File: src/hdl/host_ctrl_pkg.sv
// constants for the host controller control flag register pair
`default_nettype none
package host_ctrl_pkg;
   localparam int ADDR_W = 8;
   localparam logic [ADDR_W-1:0] FLAGS_SET_OFS = 8'h50;
   localparam logic [ADDR_W-1:0] FLAGS_CLR_OFS = 8'h54;
   localparam logic [31:0] FLAGS_RESET = 32'h0080_0000;
   localparam logic PERMIT_RESET = 1'h1;

   localparam int ROM_VALID_BIT = 31;
   localparam int SWAP_DIS_BIT = 30;
   localparam int ACK_DELAY_BIT = 29;
   localparam int PERMIT_BIT = 23;
   localparam int ENHANCE_BIT = 22;
   localparam int LPS_BIT = 19;
   localparam int BUFW_BIT = 18;
   localparam int LINK_BIT = 17;
   localparam int SRST_BIT = 16;
   // every bit that reads back anything; the rest read as zero
   localparam logic [31:0] IMPL_MASK = 32'hE0CF_0000;

   localparam int SELF_RESET_CYCLES = 16;

   localparam logic [3:0] ACK_COMPLETE = 4'h1;
   localparam logic [3:0] ACK_PENDING = 4'h2;
   localparam logic [3:0] ACK_TARDY = 4'hB;
   localparam logic [3:0] ACK_TYPE_ERROR = 4'hE;

   typedef enum logic {SEQ_IDLE, SEQ_BUSY} seq_state_t;
endpackage
`default_nettype wire

File: src/hdl/host_ctrl_set_clear_reg.sv
// control flag register pair with set and clear addresses and its effects
//
// Operation
// - one flag register seen at set address 50h and clear address 54h.
// - reset value is 0080_0000h, only the config permit flag set.
// - rom image valid enables answering config ROM block reads and atomic update.
// - rom image valid clear answers config ROM block reads with type error.
// - bus reset with rom image valid clear leaves ROM map registers unchanged.
// - rom image valid may be set only while link active is clear.
// - rom image valid cleared by system reset, self reset or fetch error.
// - bit 30 selects byte swapping of DMA data accesses.
// - delayed acknowledge flag makes the node answer packets with ack tardy.
// - every ack tardy sent raises the interrupt event bit 27 pulse.
// - reserved bits 28-24 and 21-20 read as zero.
// - config permit loads from EEPROM; software can only clear it.
// - link power flag permits or blocks all link to PHY traffic.
// - link active clear disconnects the node from the bus at once.
// - self reset resets state, flushes FIFOs, reads one until done.
// - bit 18 enables buffered writes; changed only while link inactive (the logic does not gate it on link active).
//
// Local design decision: strobed register access.
`default_nettype none
module host_ctrl_set_clear_reg #(
   parameter int RESET_CYCLES = host_ctrl_pkg::SELF_RESET_CYCLES
) (
   input wire logic core_clk,
   input wire logic rst_n,
   input wire logic [host_ctrl_pkg::ADDR_W-1:0] addr,
   input wire logic [31:0] wdata,
   input wire logic wr_en,
   input wire logic rd_en,
   output var logic [31:0] rdata_ff,
   input wire logic eeprom_load,
   input wire logic eeprom_permit,
   input wire logic fetch_error,
   input wire logic bus_reset,
   input wire logic req_valid,
   input wire logic req_rom_block,
   output var logic ack_valid_ff,
   output var logic [3:0] ack_code_ff,
   output var logic ack_tardy_event_ff,
   output var logic rom_regs_update_ff,
   output var logic rom_serve_en_ff,
   output var logic byte_swap_en_ff,
   output var logic phy_enhance_en_ff,
   output var logic link_phy_enable_ff,
   output var logic buffered_write_en_ff,
   output var logic link_connected_ff,
   output var logic flush_ff
);
   logic rom_image_valid_ff;
   logic swap_disable_ff;
   logic ack_delay_ff;
   logic phy_config_permit_ff;
   logic phy_enhance_on_ff;
   logic link_power_on_ff;
   logic buffered_write_on_ff;
   logic link_active_ff;
   logic self_reset_busy;
   logic set_wr;
   logic clr_wr;
   logic self_reset_start;
   logic [31:0] cur_flags;

   // plain flag update; set and clear never meet as strobes are exclusive
   function automatic logic sc_next(input logic cur, input logic s, input logic c);
      sc_next = s ? 1'b1 : (c ? 1'b0 : cur);
   endfunction

   // both addresses reach the same flops
   always_comb begin
      set_wr = wr_en && (addr == host_ctrl_pkg::FLAGS_SET_OFS);
      clr_wr = wr_en && (addr == host_ctrl_pkg::FLAGS_CLR_OFS);
      self_reset_start = set_wr && wdata[host_ctrl_pkg::SRST_BIT] && !self_reset_busy;
   end

   self_reset_seq #(
      .CYCLES(RESET_CYCLES)
   ) u_seq (
      .core_clk(core_clk),
      .rst_n(rst_n),
      .start(self_reset_start),
      .busy_ff(self_reset_busy)
   );

   // a fetch error beats a software set in the same cycle
   always_ff @(posedge core_clk or negedge rst_n) begin
      if (!rst_n) begin
         rom_image_valid_ff <= host_ctrl_pkg::FLAGS_RESET[host_ctrl_pkg::ROM_VALID_BIT];
      end else if (self_reset_busy || fetch_error) begin
         rom_image_valid_ff <= 1'b0;
      end else begin
         rom_image_valid_ff <= sc_next(rom_image_valid_ff,
            set_wr && wdata[host_ctrl_pkg::ROM_VALID_BIT] && !link_active_ff,
            clr_wr && wdata[host_ctrl_pkg::ROM_VALID_BIT]);
      end
   end

   // ordinary set/clear flags, all back to reset during self reset
   always_ff @(posedge core_clk or negedge rst_n) begin
      if (!rst_n) begin
         swap_disable_ff <= host_ctrl_pkg::FLAGS_RESET[host_ctrl_pkg::SWAP_DIS_BIT];
         ack_delay_ff <= host_ctrl_pkg::FLAGS_RESET[host_ctrl_pkg::ACK_DELAY_BIT];
         phy_enhance_on_ff <= host_ctrl_pkg::FLAGS_RESET[host_ctrl_pkg::ENHANCE_BIT];
         link_power_on_ff <= host_ctrl_pkg::FLAGS_RESET[host_ctrl_pkg::LPS_BIT];
         buffered_write_on_ff <= host_ctrl_pkg::FLAGS_RESET[host_ctrl_pkg::BUFW_BIT];
         link_active_ff <= host_ctrl_pkg::FLAGS_RESET[host_ctrl_pkg::LINK_BIT];
      end else if (self_reset_busy) begin
         swap_disable_ff <= host_ctrl_pkg::FLAGS_RESET[host_ctrl_pkg::SWAP_DIS_BIT];
         ack_delay_ff <= host_ctrl_pkg::FLAGS_RESET[host_ctrl_pkg::ACK_DELAY_BIT];
         phy_enhance_on_ff <= host_ctrl_pkg::FLAGS_RESET[host_ctrl_pkg::ENHANCE_BIT];
         link_power_on_ff <= host_ctrl_pkg::FLAGS_RESET[host_ctrl_pkg::LPS_BIT];
         buffered_write_on_ff <= host_ctrl_pkg::FLAGS_RESET[host_ctrl_pkg::BUFW_BIT];
         link_active_ff <= host_ctrl_pkg::FLAGS_RESET[host_ctrl_pkg::LINK_BIT];
      end else begin
         swap_disable_ff <= sc_next(swap_disable_ff,
            set_wr && wdata[host_ctrl_pkg::SWAP_DIS_BIT],
            clr_wr && wdata[host_ctrl_pkg::SWAP_DIS_BIT]);
         ack_delay_ff <= sc_next(ack_delay_ff,
            set_wr && wdata[host_ctrl_pkg::ACK_DELAY_BIT],
            clr_wr && wdata[host_ctrl_pkg::ACK_DELAY_BIT]);
         // no hardware gate: the driver owns the permit check
         phy_enhance_on_ff <= sc_next(phy_enhance_on_ff,
            set_wr && wdata[host_ctrl_pkg::ENHANCE_BIT],
            clr_wr && wdata[host_ctrl_pkg::ENHANCE_BIT]);
         link_power_on_ff <= sc_next(link_power_on_ff,
            set_wr && wdata[host_ctrl_pkg::LPS_BIT],
            clr_wr && wdata[host_ctrl_pkg::LPS_BIT]);
         buffered_write_on_ff <= sc_next(buffered_write_on_ff,
            set_wr && wdata[host_ctrl_pkg::BUFW_BIT],
            clr_wr && wdata[host_ctrl_pkg::BUFW_BIT]);
         link_active_ff <= sc_next(link_active_ff,
            set_wr && wdata[host_ctrl_pkg::LINK_BIT],
            clr_wr && wdata[host_ctrl_pkg::LINK_BIT]);
      end
   end

   // EEPROM load wins over a software clear; self reset keeps the strap
   always_ff @(posedge core_clk or negedge rst_n) begin
      if (!rst_n) begin
         phy_config_permit_ff <= host_ctrl_pkg::PERMIT_RESET;
      end else if (eeprom_load) begin
         phy_config_permit_ff <= eeprom_permit;
      end else if (clr_wr && wdata[host_ctrl_pkg::PERMIT_BIT]) begin
         phy_config_permit_ff <= 1'b0;
      end
   end

   // read image: reserved bits forced low
   always_comb begin
      cur_flags = '0;
      cur_flags[host_ctrl_pkg::ROM_VALID_BIT] = rom_image_valid_ff;
      cur_flags[host_ctrl_pkg::SWAP_DIS_BIT] = swap_disable_ff;
      cur_flags[host_ctrl_pkg::ACK_DELAY_BIT] = ack_delay_ff;
      cur_flags[host_ctrl_pkg::PERMIT_BIT] = phy_config_permit_ff;
      cur_flags[host_ctrl_pkg::ENHANCE_BIT] = phy_enhance_on_ff;
      cur_flags[host_ctrl_pkg::LPS_BIT] = link_power_on_ff;
      cur_flags[host_ctrl_pkg::BUFW_BIT] = buffered_write_on_ff;
      cur_flags[host_ctrl_pkg::LINK_BIT] = link_active_ff;
      cur_flags[host_ctrl_pkg::SRST_BIT] = self_reset_busy;
   end

   // unmapped reads return zero
   always_ff @(posedge core_clk or negedge rst_n) begin
      if (!rst_n) begin
         rdata_ff <= '0;
      end else if (rd_en && (addr == host_ctrl_pkg::FLAGS_SET_OFS ||
                             addr == host_ctrl_pkg::FLAGS_CLR_OFS)) begin
         rdata_ff <= cur_flags & host_ctrl_pkg::IMPL_MASK;
      end else begin
         rdata_ff <= '0;
      end
   end

   // acknowledge of an incoming packet, one edge after the request
   always_ff @(posedge core_clk or negedge rst_n) begin
      if (!rst_n) begin
         ack_valid_ff <= 1'b0;
         ack_code_ff <= host_ctrl_pkg::ACK_COMPLETE;
         ack_tardy_event_ff <= 1'b0;
      end else if (!req_valid || !link_active_ff || self_reset_busy) begin
         // disconnected nodes stay silent
         ack_valid_ff <= 1'b0;
         ack_tardy_event_ff <= 1'b0;
      end else if (req_rom_block && !rom_image_valid_ff) begin
         ack_valid_ff <= 1'b1;
         ack_code_ff <= host_ctrl_pkg::ACK_TYPE_ERROR;
         ack_tardy_event_ff <= 1'b0;
      end else if (ack_delay_ff) begin
         // tardy for everything, self accesses included
         ack_valid_ff <= 1'b1;
         ack_code_ff <= host_ctrl_pkg::ACK_TARDY;
         ack_tardy_event_ff <= 1'b1;
      end else begin
         ack_valid_ff <= 1'b1;
         ack_code_ff <= host_ctrl_pkg::ACK_PENDING;
         ack_tardy_event_ff <= 1'b0;
      end
   end

   // ROM map registers reload only with a valid image
   always_ff @(posedge core_clk or negedge rst_n) begin
      if (!rst_n) begin
         rom_regs_update_ff <= 1'b0;
      end else begin
         rom_regs_update_ff <= bus_reset && rom_image_valid_ff;
      end
   end

   // steering outputs, one edge behind the flags
   always_ff @(posedge core_clk or negedge rst_n) begin
      if (!rst_n) begin
         rom_serve_en_ff <= 1'b0;
         byte_swap_en_ff <= 1'b1;
         phy_enhance_en_ff <= 1'b0;
         link_phy_enable_ff <= 1'b0;
         buffered_write_en_ff <= 1'b0;
         link_connected_ff <= 1'b0;
         flush_ff <= 1'b0;
      end else begin
         rom_serve_en_ff <= rom_image_valid_ff;
         byte_swap_en_ff <= !swap_disable_ff;
         phy_enhance_en_ff <= phy_enhance_on_ff;
         link_phy_enable_ff <= link_power_on_ff;
         buffered_write_en_ff <= buffered_write_on_ff;
         link_connected_ff <= link_active_ff && !self_reset_busy;
         flush_ff <= self_reset_busy;
      end
   end
endmodule
`default_nettype wire

File: src/hdl/self_reset_seq.sv
// sequencer that holds the block in software reset for a fixed time
`default_nettype none
module self_reset_seq #(
   parameter int CYCLES = host_ctrl_pkg::SELF_RESET_CYCLES
) (
   input wire logic core_clk,
   input wire logic rst_n,
   input wire logic start,
   output var logic busy_ff
);
   localparam int CW = $clog2(CYCLES + 1);
   localparam logic [CW-1:0] LAST = CW'(CYCLES - 1);

   host_ctrl_pkg::seq_state_t state_ff;
   logic [CW-1:0] cnt_ff;

   always_ff @(posedge core_clk or negedge rst_n) begin
      if (!rst_n) begin
         state_ff <= host_ctrl_pkg::SEQ_IDLE;
         cnt_ff <= '0;
      end else begin
         case (state_ff)
            host_ctrl_pkg::SEQ_IDLE: begin
               cnt_ff <= '0;
               if (start) begin
                  state_ff <= host_ctrl_pkg::SEQ_BUSY;
               end
            end
            host_ctrl_pkg::SEQ_BUSY: begin
               cnt_ff <= cnt_ff + CW'(1);
               if (cnt_ff == LAST) begin
                  state_ff <= host_ctrl_pkg::SEQ_IDLE;
               end
            end
            default: state_ff <= host_ctrl_pkg::SEQ_IDLE;
         endcase
      end
   end

   // busy is the state itself, so it follows start by exactly one edge
   always_comb begin
      busy_ff = (state_ff == host_ctrl_pkg::SEQ_BUSY);
   end
endmodule
`default_nettype wire

File: config.mk
export PLATFORM = sky130hd
export DESIGN_NAME = host_ctrl_set_clear_reg
export DESIGN_NICKNAME = d
export VERILOG_FILES = /design/src/hdl/host_ctrl_pkg.sv /design/src/hdl/host_ctrl_set_clear_reg.sv /design/src/hdl/self_reset_seq.sv
export SDC_FILE = /design/constraint.sdc
export NUM_CORES = 1
export LEC_CHECK = 0
export ABC_AREA = 1
export BUFFER_PORTS_ARGS = -buffer_cell sky130_fd_sc_hd__buf_2
export CAP_MARGIN = 40
export CORE_MARGIN = 2
export CORE_UTILIZATION = 39
export DETAILED_ROUTE_END_ITERATION = 10
export GPL_ROUTABILITY_DRIVEN = 0
export PLACE_DENSITY = 0.76
export SETUP_SLACK_MARGIN = 0.02
export SLEW_MARGIN = 20
export SYNTH_ARGS = -nofsm -noshare
export SYNTH_HDL_FRONTEND = slang
export SYNTH_SLANG_ARGS = --single-unit
File: constraint.sdc
create_clock -name core_clk -period 1.1 [get_ports core_clk]
set_input_delay 0.055 -clock core_clk [delete_from_list [all_inputs] [get_ports core_clk]]
set_output_delay 0.055 -clock core_clk [all_outputs]
set_load 0.02 [all_outputs]
==> qor.log <==
qor: power.static_leakage 1.187 nW
qor: power.ir_drop 0.8042 mV
qor: setup_path.cp_max_fo 2
qor: synth.synth_top_cells_by_count 34 x sky130_fd_sc_hd__dfrtp_1, 28 x sky130_fd_sc_hd__nand2_1, 23 x sky130_fd_sc_hd__buf_4, 22 x sky130_fd_sc_hd__nor2_1, 21 x sky130_fd_sc_hd__inv_1
qor: routing.route.detailed.drc 0
qor: synth.synth_enable_flop_cells 0
qor: power.power_report.internal_total 2.260 mW
qor: synth.post_synth.cell_area_avg 9.593 sq um
qor: synth.synthMostInstantiatedCell sky130_fd_sc_hd__dfrtp_1
qor: floorplanning.fp.coreArea 0.004000 sq mm
qor: cts.ctsLongestPathBuffers 2
qor: setup_path.cp.required 1310 ps
qor: power.power_frac_clock 0.405
qor: synth.synth_async_reset_ratio 1.000
qor: routing.dr.max_layer_used met4
qor: global_routing.grt_antenna_before_repair 0
qor: placed_design.placement.cell_area 0.001869 sq mm
qor: min_path.hold_end phy_config_permit_ff
qor: floorplanning.floorplan.die.height 68.28 microns
qor: timing.period_share 0.9924
qor: setup_path.r2r_start u_seq.cnt_ff[1]
qor: setup_path.reg2reg_depth 5
qor: placed_design.pre_cts_slack -2.656 ps
qor: timing.fmaxAchievable 0.9161 GHz
qor: synth.main_area_contributors_after_synthesis sky130_fd_sc_hd__dfrtp_1 53%, sky130_fd_sc_hd__buf_4 11%, sky130_fd_sc_hd__nand2_1 6.5%, sky130_fd_sc_hd__nor2_1 5.1%, sky130_fd_sc_hd__dfstp_2 4.9%
qor: setup_path.cp_num_buf_inv 0
qor: cts.cts_made_buffers 5
qor: cts.cts_tree built
qor: setup_path.crit_family adder cells
qor: cts.clock_sink_count 37
qor: global_routing.first_pass_grt_wire_length 4961 microns
qor: cells_and_area.top_regs rdata_ff: 9 flops, u_seq.cnt_ff: 5 flops, ack_code_ff: 4 flops
qor: synth.post_synth_num_cell_types 21
qor: cells_and_area.final_core_utilization 0.5346
qor: timing.slew_violations 0
qor: floorplanning.initial_core_util 0.4029
qor: routing.first_pass_iters 4
qor: cts.ctsHtreeMaxLevel 2
qor: synth.synth.yosys.seq_area_share 0.5769
qor: cells_and_area.postLayoutCellArea 0.002138 sq mm
qor: synth.ys.warnings.count 0
qor: synth.synth_cells 168
qor: cells_and_area.antenna_cells_inserted 0
qor: cells_and_area.areaGrowthSynthToFinish 32.69%
qor: routing.initialDrtViolationCount 44
qor: routing.routed-via-count 1238
qor: cells_and_area.largest_reg_flops 9
qor: routing.routed-wl-met2 1520 microns
qor: synth.top_area_cell_type_share_of_the_netlist_area 0.5280
qor: setup_path.critical_path.startpoint_type register
qor: synth.synth.ff_latch_count 37
qor: routing.dr_wl_met3 242 microns
qor: power.combinationalPowerShare 0.112
qor: cts.cts.reportedPaths.clkPinSlew 70 ps
qor: floorplanning.die_area 0.004662 sq mm
qor: cells_and_area.max_flop_register rdata_ff
qor: power.pwr_dens 1374 mW/mm^2
qor: min_path.worst_hold_startpoint wdata[23]
qor: setup_path.critical_path.slowest_cell sky130_fd_sc_hd__dfrtp_1
qor: cells_and_area.total_nets_final 294
qor: floorplanning.die_x 68.28 microns
qor: synth.mappedNetlistArea 0.001612 sq mm
qor: placed_design.port-buffer-count 49
qor: synth.most_instantiated_flip_flop_cell_in_the_synthesis_netlist sky130_fd_sc_hd__dfrtp_1
qor: floorplanning.design.portCount 96
qor: setup_path.path_cells ha_2, nand2_1, nor2_1, ha_1, nor2_1
qor: cts.root_buffer sky130_fd_sc_hd__clkbuf_8
qor: timing.postLayoutSetupSlackWorst 8.389 ps
qor: routing.routedLengthMet1 1211 microns
qor: timing.finalClockSkew 11.33 ps
qor: routing.route.antenna.remaining_nets 0
qor: routing.vias_per_cell 4.225
qor: setup_path.endpoint_kind register
qor: routing.wirelength 3049 microns
qor: setup_path.cell_with_the_most_instances_on_the_worst_path sky130_fd_sc_hd__nor2_1
qor: placed_design.place_hpwl 2198 microns
qor: global_routing.grt_use_total 0.1481
qor: timing.timing_hold_violations_final 0
qor: cells_and_area.post_route_cells_drive_above_1_share 0.3457
qor: setup_path.crit_type register to register
qor: cts.worst_skew_pair.late_latency 290 ps
qor: power.seq_power_share 0.483
qor: min_path.worst_hold_path_type input port to register
qor: setup_path.worst_r2r_endpoint u_seq.cnt_ff[4]
qor: floorplanning.floorplan.rows 23
qor: timing.grt_setup_unrepaired yes
qor: timing.final_setup_violations 0
qor: timing.layout_min_cycle_time 1092 ps
qor: global_routing.grt_start_max_net_pins 18
qor: setup_path.critPathArrivalTime 1300 ps
qor: job.cap_viol_max_count 0
qor: setup_path.reg2reg_slack 8 ps
qor: run_status.status finished, final reports clean
qor: power.switch_share 0.2310
qor: global_routing.grt_pass1_vias 1210
qor: global_routing.remaining_global_route_overflow 0
qor: min_path.timing.hold.worst_path_depth 4
qor: timing.worst_hold_slack 12.00 ps
qor: power.switching_power 0.6786 mW
qor: synth.synth.largest_area_cell sky130_fd_sc_hd__dfrtp_1
qor: routing.routed_wire_length_per_instance 10.41 microns
qor: setup_path.critPathMaxStageDelay 380 ps
-- cell usage in the layout, fill, tap and decap left out, drive strengths merged --
cell type / count
buf: 56
dfrtp: 34
nand2: 33
nor2: 28
conb: 23
inv: 23
dlygate4sd3: 12
o21ai: 11
clkbuf: 7
nand3: 4
a21oi: 3
dfstp: 3
or2: 2
ha: 2
nand4: 1
bufinv: 1
-- cell type report --
class / count / area [sq um]
inverter: 23 / 86.33
multi-input combinational: 107 / 511.7
timing repair buffer: 68 / 430.4
tap: 50 / 62.56
clock inverter: 1 / 30.03
sequential: 37 / 930.9
fill: 372 / 1862
clock buffer: 7 / 86.33
-- layer usage --
| metal | GRT usage | vias up |
|---|---|---|
| met3 | 0.04605 | 7 |
| met2 | 0.2573 | 55 |
| met4 | 0.09250 | 0 |
| met1 | 0.1546 | 564 |
| met5 | 0 | - |
| li1 | - | 612 |
-- how the worst max path moves through the flow --
stage,startpoint,endpoint,slack (ps),cells past startpoint
after floorplan,u_seq.cnt_ff[0],u_seq.cnt_ff[4],30,5
after global placement,u_seq.cnt_ff[0],u_seq.cnt_ff[4],20,5
after detailed placement,u_seq.cnt_ff[0],u_seq.cnt_ff[4],-3,5
after CTS,u_seq.cnt_ff[1],u_seq.cnt_ff[4],-3,5
after global routing,u_seq.cnt_ff[1],u_seq.cnt_ff[4],-30,5
final,u_seq.cnt_ff[1],u_seq.cnt_ff[4],8,5
-- power groups by stage --
stage / Sequential [mW] / Clock (mW) / Combinational [mW]
detailed placement: 1.45 / 0 / 0.290
global placement: 1.45 / 0 / 0.284
finish: 1.42 / 1.19 / 0.329
CTS: 1.42 / 1.22 / 0.324
floorplan: 1.48 / 0 / 0.189
global route: 1.42 / 1.28 / 0.364
-- tightest hold or removal path, stage by stage --
cell and delay (ps):
sky130_fd_sc_hd__buf_2 70, sky130_fd_sc_hd__nand3_1 70, sky130_fd_sc_hd__nand2_1 60, sky130_fd_sc_hd__nand2_1 40
-- stage by stage --
stage / std cells / total power, mW / setup TNS, ps
global route: 293 / 3.073 / -50.80
finish: 293 / 2.938 / 0
global placement: 271 / 1.730 / 0
floorplan: 190 / 1.668 / 0
CTS: 292 / 2.969 / -3.321
detailed placement: 271 / 1.737 / -2.656
-- logic make-up after synthesis --
kind of cell	count (synthesis)	synth area share
other	1	0.002327
DFF	37	0.5769
buffers and inverters	46	0.1607
AOI/OAI and AO/OA	14	0.04581
and+or+nand+nor	68	0.1988
adders and majority gates	2	0.01553
-- what timing repair did --
item,4_1_cts,5_1_grt
pin swaps,2,0
endpoints found under the setup margin,2,5
buffers inserted,1,1
hold endpoints to repair,45,0
hold buffers,12,0
resized for setup,1,1
Power figures use the tool's default switching activity.
